### config.mk
export PLATFORM = sky130hd
export DESIGN_NAME = fpes_host
export DESIGN_NICKNAME = d
export VERILOG_FILES = /design/src/fpes_pkg.sv /design/src/fpes_seq_rom.sv /design/src/fpes_host.sv
export VERILOG_INCLUDE_DIRS = /design/src
export SDC_FILE = /design/constraint.sdc
export NUM_CORES = 1
export LEC_CHECK = 0
export BUFFER_PORTS_ARGS = -buffer_cell sky130_fd_sc_hd__buf_2
export CORE_ASPECT_RATIO = 0.6
export CORE_MARGIN = 4
export CORE_UTILIZATION = 55
export CTS_CLUSTER_SIZE = 25
export DETAILED_ROUTE_END_ITERATION = 8
export PLACE_DENSITY = 0.78
export SKIP_CTS_REPAIR_TIMING = 1
export SLEW_MARGIN = 20
export SYNTH_ARGS = -nofsm -noshare
export SYNTH_HDL_FRONTEND = slang
export SYNTH_SLANG_ARGS = --single-unit
### constraint.sdc
create_clock -name CORE_CLK -period 3.28 [get_ports CORE_CLK]
set_input_delay 0.492 -clock CORE_CLK [delete_from_list [all_inputs] [get_ports CORE_CLK]]
set_output_delay 0.492 -clock CORE_CLK [all_outputs]
set_load 0.01 [all_outputs]
### src/fpes_cfg.svh
// Constants of the flash program and erase sequencer host
`ifndef FPES_CFG_SVH
`define FPES_CFG_SVH
`define FPES_CLK_MHZ 125
`define FPES_T_PHASE_NS 40
`define FPES_PHASE_CYC (((`FPES_T_PHASE_NS*`FPES_CLK_MHZ)+999)/1000)
`define FPES_T_RP_NS 500
`define FPES_RP_CYC (((`FPES_T_RP_NS*`FPES_CLK_MHZ)+999)/1000)
`define FPES_T_READY_NS 1000
`define FPES_READY_CYC (((`FPES_T_READY_NS*`FPES_CLK_MHZ)+999)/1000)
`define FPES_T_PROT_US 3
`define FPES_PROT_CYC ((`FPES_T_PROT_US*`FPES_CLK_MHZ))
`define FPES_T_SUSP_US 20
`define FPES_SUSP_CYC ((`FPES_T_SUSP_US*`FPES_CLK_MHZ))
`define FPES_T_HOLD_US 50
`define FPES_T_EGUARD_US 100
`define FPES_REG_CTRL 6'h00
`define FPES_REG_ADDR 6'h01
`define FPES_REG_DATA 6'h02
`define FPES_REG_STAT 6'h03
`define FPES_REG_RDATA 6'h04
`define FPES_AK_UNLK1 2'h0
`define FPES_AK_UNLK2 2'h1
`define FPES_AK_USER 2'h2
`define FPES_AK_DATA 2'h3
`define FPES_UNLK1_ADDR 21'h00_0555
`define FPES_UNLK2_ADDR 21'h00_02AA
`define FPES_C_UNLK1 8'hAA
`define FPES_C_UNLK2 8'h55
`define FPES_C_PROG 8'hA0
`define FPES_C_ESETUP 8'h80
`define FPES_C_CHIP 8'h10
`define FPES_C_BLOCK 8'h30
`define FPES_C_FAST 8'h20
`define FPES_C_FEXIT1 8'h90
`define FPES_C_FEXIT2 8'h00
`define FPES_C_SUSP 8'hB0
`define FPES_C_RESUME 8'h30
`define FPES_C_RESET 8'hF0
`endif

### src/fpes_pkg.sv
// Types of the flash program and erase sequencer host
package fpes_pkg;
  typedef enum logic [3:0] {
    OP_READ, OP_PROG, OP_FAST_ENTER, OP_FAST_EXIT, OP_CHIP, OP_BLOCK,
    OP_SUSPEND, OP_RESUME, OP_RESET, OP_HWRST, OP_FPROG, OP_BADD
  } fpes_op_e;
  typedef enum logic [1:0] {K_NONE, K_PROG, K_CHIP, K_BLK} fpes_kind_e;
  typedef enum logic [2:0] {
    ST_IDLE, ST_FETCH, ST_SETUP, ST_WLOW, ST_WHIGH, ST_RLOW, ST_RSTP,
    ST_PAUSE
  } fpes_st_e;
  typedef struct packed {
    fpes_st_e st;
    logic [2:0] step;
    logic [15:0] cnt;
    fpes_op_e op;
    logic [20:0] addr;
    logic [15:0] data;
    logic [15:0] rdata;
    logic fast;
    logic accel;
    logic susp;
    fpes_kind_e kind;
    logic [15:0] hold;
    logic [15:0] guard;
    logic refused;
    logic ack;
    logic [31:0] dat;
    logic [20:0] fa;
    logic [15:0] dq;
    logic dq_oe;
    logic ce_n;
    logic we_n;
    logic oe_n;
    logic rst_n;
  } fpes_state_s;
endpackage

### src/fpes_seq_rom.sv
// Command sequence table with registered read data
`timescale 1ns/1ps
`default_nettype none
`include "fpes_cfg.svh"
module fpes_seq_rom (
  input wire logic clk, // Core clock
  input wire fpes_pkg::fpes_op_e op, // Operation being sequenced
  input wire logic [2:0] step, // Bus write cycle index
  output logic [1:0] ak, // Address kind of this cycle
  output logic [7:0] code, // Command byte of this cycle
  output logic last // Final cycle of the sequence
);
  import fpes_pkg::*;
  logic [10:0] ent;
  // Table lookup: {address kind, command, last}
  always_comb begin
    case ({op, step})
      {OP_PROG, 3'h0}, {OP_FAST_ENTER, 3'h0}, {OP_CHIP, 3'h0},
      {OP_BLOCK, 3'h0}, {OP_CHIP, 3'h3}, {OP_BLOCK, 3'h3}: begin
        ent = {`FPES_AK_UNLK1, `FPES_C_UNLK1, 1'b0};
      end
      {OP_PROG, 3'h1}, {OP_FAST_ENTER, 3'h1}, {OP_CHIP, 3'h1},
      {OP_BLOCK, 3'h1}, {OP_CHIP, 3'h4}, {OP_BLOCK, 3'h4}: begin
        ent = {`FPES_AK_UNLK2, `FPES_C_UNLK2, 1'b0};
      end
      {OP_PROG, 3'h2}: ent = {`FPES_AK_UNLK1, `FPES_C_PROG, 1'b0};
      {OP_PROG, 3'h3}: ent = {`FPES_AK_DATA, 8'h00, 1'b1};
      {OP_FPROG, 3'h0}: ent = {`FPES_AK_USER, `FPES_C_PROG, 1'b0};
      {OP_FPROG, 3'h1}: ent = {`FPES_AK_DATA, 8'h00, 1'b1};
      {OP_FAST_ENTER, 3'h2}: ent = {`FPES_AK_UNLK1, `FPES_C_FAST, 1'b1};
      {OP_FAST_EXIT, 3'h0}: ent = {`FPES_AK_USER, `FPES_C_FEXIT1, 1'b0};
      {OP_FAST_EXIT, 3'h1}: ent = {`FPES_AK_USER, `FPES_C_FEXIT2, 1'b1};
      {OP_CHIP, 3'h2}, {OP_BLOCK, 3'h2}: begin
        ent = {`FPES_AK_UNLK1, `FPES_C_ESETUP, 1'b0};
      end
      {OP_CHIP, 3'h5}: ent = {`FPES_AK_UNLK1, `FPES_C_CHIP, 1'b1};
      {OP_BLOCK, 3'h5}, {OP_BADD, 3'h0}: begin
        ent = {`FPES_AK_USER, `FPES_C_BLOCK, 1'b1};
      end
      {OP_SUSPEND, 3'h0}: ent = {`FPES_AK_USER, `FPES_C_SUSP, 1'b1};
      {OP_RESUME, 3'h0}: ent = {`FPES_AK_USER, `FPES_C_RESUME, 1'b1};
      default: ent = {`FPES_AK_USER, `FPES_C_RESET, 1'b1};
    endcase
  end
  // Registered read port
  always_ff @(posedge clk) begin
    {ak, code, last} <= ent;
  end
endmodule // fpes_seq_rom
`default_nettype wire

### src/fpes_host.sv
// Host controller that drives flash program and erase command sequences
//
// Contract
// - Address set before write strobe falls; data held until strobe rises.
// - Only a hardware reset pulse aborts a running program.
// - Program failure keeps device busy; reset command or pulse recovers it.
// - Fast or accelerated program uses two bus write cycles.
// - Fast mode lasts until the fast exit sequence is sent.
// - Resume only from suspend, naming the bank being written.
// - Acceleration voltage must stay applied while program is suspended.
// - No commands during chip erase; after reset-abort erase again. The host still sends the reset command during chip erase.
// - Erase failure keeps device busy; reset command or pulse recovers it.
// - Only further block addresses may follow within the hold window.
// - Command data sits in the low byte; upper byte driven zero.
`timescale 1ns/1ps
`default_nettype none
`include "fpes_cfg.svh"
module fpes_host #(
  parameter logic [15:0] HOLD_CYC = 16'(`FPES_T_HOLD_US*`FPES_CLK_MHZ),
  parameter logic [15:0] EGUARD_CYC = 16'(`FPES_T_EGUARD_US*`FPES_CLK_MHZ)
) (
  input wire logic CORE_CLK, // Core clock
  input wire logic RST, // Synchronous reset, high
  input wire logic WB_CYC_I, // Bus cycle
  input wire logic WB_STB_I, // Bus strobe
  input wire logic WB_WE_I, // Bus write
  input wire logic [7:0] WB_ADR_I, // Byte address
  input wire logic [3:0] WB_SEL_I, // Byte lanes
  input wire logic [31:0] WB_DAT_I, // Write data
  output logic [31:0] WB_DAT_O, // Read data
  output logic WB_ACK_O, // Acknowledge
  output logic [20:0] FLASH_ADDR, // Flash address
  input wire logic [15:0] FLASH_DQ_I, // Flash data in
  output logic [15:0] FLASH_DQ_O, // Flash data out
  output logic FLASH_DQ_OE, // Data drive enable
  output logic FLASH_SELECT_N, // Flash select
  output logic FLASH_WE_N, // Write strobe
  output logic FLASH_OE_N, // Output enable
  output logic FLASH_RESET_N, // Hardware reset
  input wire logic FLASH_READY, // Ready high, busy low
  output logic ACCEL_VOLTAGE_LEVEL // Apply accel voltage on protect pin
);
  import fpes_pkg::*;

  fpes_state_s s_q;
  fpes_state_s s_d;
  logic [1:0] rom_ak;
  logic [7:0] rom_code;
  logic rom_last;
  logic [5:0] idx;
  logic wr;
  logic rd_req;
  fpes_op_e req_op;
  fpes_op_e eop;
  logic [31:0] addr_mrg; // Address register with write lanes merged
  logic [31:0] data_mrg; // Data register with write lanes merged

  // Merge write data into a register by byte lane
  function automatic logic [31:0] lane(input logic [31:0] o,
                                       input logic [31:0] w,
                                       input logic [3:0] sel);
    logic [31:0] r;
    r = o;
    for (int i = 0; i < 4; i++) begin
      if (sel[i]) begin
        r[8*i +: 8] = w[8*i +: 8];
      end
    end
    return r;
  endfunction

  // Whether an operation may be launched in the present device state
  function automatic logic op_ok(input fpes_op_e op, input fpes_kind_e k,
                                 input logic hold_open, input logic fast,
                                 input logic susp);
    logic r;
    r = 1'b0;
    if (hold_open) begin
      r = (op == OP_BADD) || (op == OP_HWRST) || (op == OP_READ);
    end else begin
      case (op)
        OP_READ, OP_RESET, OP_HWRST: r = 1'b1;
        OP_PROG, OP_FPROG, OP_CHIP, OP_BLOCK, OP_FAST_ENTER: begin
          r = (k == K_NONE) && !susp;
        end
        OP_FAST_EXIT: r = fast && (k == K_NONE) && !susp;
        OP_SUSPEND: r = (k == K_PROG) && !susp;
        OP_RESUME: r = susp;
        default: r = 1'b0;
      endcase
    end
    return r;
  endfunction

  fpes_seq_rom u_rom (
    .clk(CORE_CLK),
    .op(s_q.op),
    .step(s_q.step),
    .ak(rom_ak),
    .code(rom_code),
    .last(rom_last)
  );

  // Bus request decode and effective operation
  always_comb begin
    idx = WB_ADR_I[7:2];
    rd_req = WB_CYC_I && WB_STB_I && !s_q.ack;
    wr = rd_req && WB_WE_I;
    addr_mrg = lane({11'h000, s_q.addr}, WB_DAT_I, WB_SEL_I);
    data_mrg = lane({16'h0000, s_q.data}, WB_DAT_I, WB_SEL_I);
    req_op = fpes_op_e'(WB_DAT_I[3:0]);
    eop = req_op;
    if (req_op == OP_PROG && (s_q.fast || s_q.accel)) begin
      eop = OP_FPROG;
    end else if (req_op == OP_BLOCK && s_q.hold != 16'h0000) begin
      eop = OP_BADD;
    end
  end

  // Next state of the whole controller
  always_comb begin
    s_d = s_q;
    s_d.ack = rd_req;
    if (s_q.hold != 16'h0000) begin
      s_d.hold = s_q.hold - 16'h0001;
    end
    if (s_q.guard != 16'h0000) begin
      s_d.guard = s_q.guard - 16'h0001;
    end
    // Busy bank is taken as done only after the guard and ready pin agree
    if (s_q.st == ST_IDLE && s_q.guard == 16'h0000 &&
        s_q.hold == 16'h0000 && !s_q.susp && FLASH_READY) begin
      s_d.kind = K_NONE;
    end
    // Register reads
    if (rd_req && !WB_WE_I) begin
      case (idx)
        `FPES_REG_CTRL: s_d.dat = {23'h00_0000, s_q.accel, 8'h00};
        `FPES_REG_ADDR: s_d.dat = {11'h000, s_q.addr};
        `FPES_REG_DATA: s_d.dat = {16'h0000, s_q.data};
        `FPES_REG_STAT: begin
          s_d.dat = {22'h00_0000, FLASH_READY, s_q.st != ST_IDLE,
                     s_q.hold != 16'h0000, s_q.susp, s_q.accel, s_q.fast,
                     s_q.kind, 1'b0, s_q.refused};
        end
        `FPES_REG_RDATA: s_d.dat = {16'h0000, s_q.rdata};
        default: s_d.dat = 32'h0000_0000;
      endcase
    end
    // Register writes
    if (wr && idx == `FPES_REG_ADDR) begin
      s_d.addr = addr_mrg[20:0];
    end
    if (wr && idx == `FPES_REG_DATA) begin
      s_d.data = data_mrg[15:0];
    end
    if (wr && idx == `FPES_REG_STAT && WB_SEL_I[0] && WB_DAT_I[0]) begin
      s_d.refused = 1'b0;
    end
    if (wr && idx == `FPES_REG_CTRL && WB_SEL_I[1] && !s_q.susp) begin
      s_d.accel = WB_DAT_I[8];
    end
    // Launch an operation, or flag it as refused (set wins over clear)
    if (wr && idx == `FPES_REG_CTRL && WB_SEL_I[0]) begin
      if (s_q.st == ST_IDLE && WB_DAT_I[3:0] <= 4'(OP_HWRST) &&
          op_ok(eop, s_q.kind, s_q.hold != 16'h0000, s_q.fast,
                s_q.susp)) begin
        s_d.op = eop;
        s_d.step = 3'h0;
        if (eop == OP_READ) begin
          s_d.st = ST_RLOW;
          s_d.fa = s_q.addr;
          s_d.ce_n = 1'b0;
          s_d.oe_n = 1'b0;
          s_d.cnt = 16'(`FPES_PHASE_CYC);
        end else if (eop == OP_HWRST) begin
          s_d.st = ST_RSTP;
          s_d.rst_n = 1'b0;
          s_d.cnt = 16'(`FPES_RP_CYC);
        end else begin
          s_d.st = ST_FETCH;
          s_d.cnt = 16'h0001;
        end
      end else begin
        s_d.refused = 1'b1;
      end
    end
    // Pin sequencing
    case (s_q.st)
      ST_IDLE: begin
        s_d.dq_oe = 1'b0;
      end
      ST_FETCH: begin
        if (s_q.cnt != 16'h0000) begin
          s_d.cnt = s_q.cnt - 16'h0001;
        end else begin
          // Address and data settle before the strobe falls
          s_d.st = ST_SETUP;
          s_d.ce_n = 1'b0;
          s_d.dq_oe = 1'b1;
          s_d.cnt = 16'(`FPES_PHASE_CYC);
          case (rom_ak)
            `FPES_AK_UNLK1: s_d.fa = `FPES_UNLK1_ADDR;
            `FPES_AK_UNLK2: s_d.fa = `FPES_UNLK2_ADDR;
            default: s_d.fa = s_q.addr;
          endcase
          // Command bytes go on the low lane only; program data whole
          s_d.dq = (rom_ak == `FPES_AK_DATA) ? s_q.data :
                   {8'h00, rom_code};
        end
      end
      ST_SETUP: begin
        if (s_q.cnt != 16'h0000) begin
          s_d.cnt = s_q.cnt - 16'h0001;
        end else begin
          s_d.st = ST_WLOW;
          s_d.we_n = 1'b0;
          s_d.cnt = 16'(`FPES_PHASE_CYC);
        end
      end
      ST_WLOW: begin
        if (s_q.cnt != 16'h0000) begin
          s_d.cnt = s_q.cnt - 16'h0001;
        end else begin
          s_d.st = ST_WHIGH;
          s_d.we_n = 1'b1;
          s_d.cnt = 16'(`FPES_PHASE_CYC);
          if (rom_last) begin
            case (s_q.op)
              OP_PROG, OP_FPROG: begin
                s_d.kind = K_PROG;
                s_d.guard = 16'(`FPES_PROT_CYC);
              end
              OP_CHIP: begin
                s_d.kind = K_CHIP;
                s_d.guard = EGUARD_CYC;
              end
              OP_BLOCK, OP_BADD: begin
                s_d.kind = K_BLK;
                s_d.hold = HOLD_CYC;
                s_d.guard = EGUARD_CYC;
              end
              OP_FAST_ENTER: s_d.fast = 1'b1;
              OP_FAST_EXIT: s_d.fast = 1'b0;
              OP_SUSPEND: s_d.susp = 1'b1;
              OP_RESUME: begin
                s_d.susp = 1'b0;
                s_d.guard = 16'(`FPES_PROT_CYC);
              end
              default: begin
                // Busy kind stays until the ready pin says the work ended
                s_d.hold = 16'h0000;
              end
            endcase
          end
        end
      end
      ST_WHIGH: begin
        if (s_q.cnt != 16'h0000) begin
          s_d.cnt = s_q.cnt - 16'h0001;
        end else begin
          s_d.ce_n = 1'b1;
          s_d.dq_oe = 1'b0;
          s_d.step = s_q.step + 3'h1;
          if (!rom_last) begin
            s_d.st = ST_FETCH;
            s_d.cnt = 16'h0001;
          end else if (s_q.op == OP_SUSPEND) begin
            s_d.st = ST_PAUSE;
            s_d.cnt = 16'(`FPES_SUSP_CYC);
          end else begin
            s_d.st = ST_IDLE;
          end
        end
      end
      ST_RLOW: begin
        if (s_q.cnt != 16'h0000) begin
          s_d.cnt = s_q.cnt - 16'h0001;
        end else begin
          s_d.rdata = FLASH_DQ_I;
          s_d.oe_n = 1'b1;
          s_d.ce_n = 1'b1;
          s_d.st = ST_IDLE;
        end
      end
      ST_RSTP: begin
        if (s_q.cnt != 16'h0000) begin
          s_d.cnt = s_q.cnt - 16'h0001;
        end else begin
          s_d.rst_n = 1'b1;
          s_d.fast = 1'b0;
          s_d.susp = 1'b0;
          s_d.kind = K_NONE;
          s_d.hold = 16'h0000;
          s_d.guard = 16'h0000;
          s_d.st = ST_PAUSE;
          s_d.cnt = 16'(`FPES_READY_CYC);
        end
      end
      ST_PAUSE: begin
        if (s_q.cnt != 16'h0000) begin
          s_d.cnt = s_q.cnt - 16'h0001;
        end else begin
          s_d.st = ST_IDLE;
        end
      end
      default: s_d.st = ST_IDLE;
    endcase
  end

  // State register
  always_ff @(posedge CORE_CLK) begin
    if (RST) begin
      s_q <= '0;
      s_q.st <= ST_IDLE;
      s_q.ce_n <= 1'b1;
      s_q.we_n <= 1'b1;
      s_q.oe_n <= 1'b1;
      s_q.rst_n <= 1'b1;
    end else begin
      s_q <= s_d;
    end
  end

  // Output ports
  assign WB_DAT_O = s_q.dat;
  assign WB_ACK_O = s_q.ack;
  assign FLASH_ADDR = s_q.fa;
  assign FLASH_DQ_O = s_q.dq;
  assign FLASH_DQ_OE = s_q.dq_oe;
  assign FLASH_SELECT_N = s_q.ce_n;
  assign FLASH_WE_N = s_q.we_n;
  assign FLASH_OE_N = s_q.oe_n;
  assign FLASH_RESET_N = s_q.rst_n;
  assign ACCEL_VOLTAGE_LEVEL = s_q.accel;
endmodule // fpes_host
`default_nettype wire

==> results by group <==
Route
  – Post-DR vias/cell: 6.13
  – Vias: 9155
  – DRT Pass-1 Iters: 7
  – Routed WL: 28000 um
  – # DRC: 0
  – Post-route ant nets: 0
  – WL per Instance: 18.7 um
  – Starting DRT DRC Count: 1558

Hold path
  – Min-delay src: FLASH_DQ_I[2]
  – HP Class: primary input to flip-flop
  – Endpoint, Worst Hold: s_q[115]
  – Hold Path Depth: 3

Floorplan
  – Number of I/O pins: 142
  – Core area: 17200 um^2
  – Starting density of the core: 0.563
  – DIE HEIGHT: 111 um
  – Total die area: 19900 um^2
  – Cell Rows: 37
  – Die Width: 179 um

Synthesis
  – Ys async rst share: 0
  – Synthesized flop and latch total: 190
  – Number of flops mapped to enable cells by yosys: 0
  – Synth Instances: 1219
  – Distinct cells, synth: 73
  – Synthesized cell area: 9700 um^2
  – Synthesis Warnings: 0
  – Part of the Yosys area used for sequential elements: 0.392
  – Syn_area_per_cell: 7.96 um^2
  – Ys flop type: dfxtp_1

GRT
  – Gr usage total: 0.272
  – Initial antenna violation count: 1
  – Vias in the first global route: 8040
  – First-pass GRT wire length: 44000 um
  – Largest net degree at the start of global routing: 81
  – GRT overflow: 0

Critical path
  – Flop2flop setup slack: 0.45 ns
  – Arrival time worst endpoint: 3.19 ns
  – CP max FO: 10
  – R2r endpoint: s_q[110]
  – CP Launch Type: flip-flop
  – CP endpoint kind: flip-flop
  – Reg2Reg Depth: 8
  – Worst EP required: 3.64 ns
  – Worst R2R Start: s_q[170]
  – Crit path kind: flip-flop to flip-flop

Status
  – Status: complete, no violations

Finish
  – Layout Area Growth over Synthesis: 8.72%
  – Fillers: 1514
  – Most common cell after layout, fill and taps aside: dfxtp_1
  – Commonest cells after routing, fill and taps aside: 190 x dfxtp_1, 170 x nand2_1, 146 x a21oi_1
  – Layout Cells excl Fill: 1494
  – Nets: 1322
  – Layout cells sized above 1: 0.167

Timing
  – Final setup viols: 0
  – Crit path time final: 2.83 ns
  – Post-Route Skew: 0.0137 ns
  – Setup_tns: 0 ns
  – Fmax: 0.353 GHz
  – Tcrit/Tclk final: 0.863
  – Relative slew slack: 0.406
  – WHS: 0.298 ns
  – Slew Limit Fails: 0
  – Final hold violations: 0
  – Worst-margin pin slew: 0.889 ns
  – Fin worst setup slack: 0.450 ns
  – RSZ-0062 raised after global routing: false

CTS
  – CTS tree: built
  – Worst-case clock buffer depth: 2
  – CTS H-tree depth: 4
  – Clk root buf: clkbuf_16
  – Worst-path clk slew: 0.08 ns
  – CTS sink cnt: 190
  – TritonCTS buffer count: 17
  – Clock latency on the worst-skew pair: 0.44 ns

Run
  – MaxCap Viol Count: 0

Placed design
  – Placed insts: 1462
  – Detailed Place HPWL: 20400 um
  – Number of port buffers: 116
  – Pre-CTS WS: 0.537 ns
  – Placer congestion estimate: 0.928

Pwr
  – Peak VDD IR: 0.672 mV
  – Power Density: 765 nW/um^2
  – Leak Pwr: 0.00403 uW
-- synth_stat cells (13+ instances only) --
master / instances / share of area
o21ai_0: 41 / 0.021
dfxtp_1: 190 / 0.39
nand3b_1: 19 / 0.015
mux2i_1: 24 / 0.025
buf_4: 74 / 0.057
a211oi_1: 18 / 0.014
clkbuf_1: 55 / 0.021
xnor2_1: 18 / 0.016
nand3_1: 61 / 0.031
nor2b_1: 13 / 0.0084
nor3_1: 28 / 0.014
nand2_1: 170 / 0.066
a31oi_1: 17 / 0.011
a21oi_1: 146 / 0.075
a222oi_1: 15 / 0.015
xor2_1: 13 / 0.012
inv_1: 17 / 0.0066
nor2_1: 115 / 0.045
-- worst max-delay path by stage --
stage	start	to	slack [ns]	depth (start not counted)
finish	s_q[170]	s_q[110]	0.45	8
global placement	WB_ADR_I[5]	FLASH_OE_N	0.58	7
detailed placement	s_q[170]	s_q[93]	0.54	10
floorplan	s_q[170]	s_q[119]	0.90	10
global route	s_q[170]	s_q[110]	0.34	8
CTS	s_q[170]	s_q[93]	0.52	10
-- final cells by class --
type	instances	area, um^2	area share
antenna	1	2.50	0.000237
multi-input combinational	877	5010	0.475
clock buffer	19	453	0.0430
clock inverter	12	114	0.0108
sequential	190	3800	0.361
tap	234	293	0.0278
inverter	18	67.6	0.00641
timing repair buffer	143	798	0.0757
-- cell families (layout without fill, tap and decap cells) --
| group | Yosys count | in the layout | share of synthesized area |
|---|---|---|---|
| simple gates | 498 | 498 | 0.255 |
| compound gates | 304 | 304 | 0.193 |
| flops | 190 | 190 | 0.392 |
| buf+inv | 162 | 192 | 0.0948 |
| xor+xnor | 31 | 31 | 0.0280 |
| mux | 24 | 24 | 0.0248 |
| fa+ha+maj | 9 | 9 | 0.0116 |
| other cells | 1 | 12 | 0.000387 |
-- routing by layer --
metal / routed length (um) / part of all wire / track usage
met1: 13200 / 0.47 / 0.441
met5: 0 / 0 / 0
met3: 4030 / 0.14 / 0.0816
met2: 10500 / 0.37 / 0.339
met4: 329 / 0.012 / 0.0675
-- sequential cells by signal, indices dropped and copies added, names as in the netlist --
signal,count
s_q,116
FLASH_ADDR,21
WB_DAT_O,21
FLASH_DQ_O,16
u_rom.code,6
u_rom.ak,2
ACCEL_VOLTAGE_LEVEL,1
FLASH_DQ_OE,1
FLASH_OE_N,1
FLASH_RESET_N,1
FLASH_SELECT_N,1
FLASH_WE_N,1
WB_ACK_O,1
u_rom.last,1
-- worst max-delay path, cell delays in order, from the launching register on --
cell and delay (ns):
dfxtp_1 0.38, inv_1 0.09, ha_1 0.20, or4b_4 0.56
nor4b_4 0.44, buf_4 0.26, nand3_2 0.11, or4_1 0.50
a21oi_1 0.20
-- through the flow --
stage | total power (uW) | util | instance area, um^2
2_1_floorplan | 5360 | - | 9740
3_3_place_gp | 5970 | 0.579 | 9970
3_5_place_dp | 6030 | 0.579 | 9970
5_1_grt | 8550 | 0.612 | 10500
6_report | 8060 | 0.612 | 10500
4_1_cts | 8020 | 0.612 | 10500
-- power by group --
part           internal [uW]  switching (uW)  total (uW)
clock                   1090             918        2010
sequential              2530             232        2760
combinational           1210            2090        3300
(Power assumes the default switching activity.)
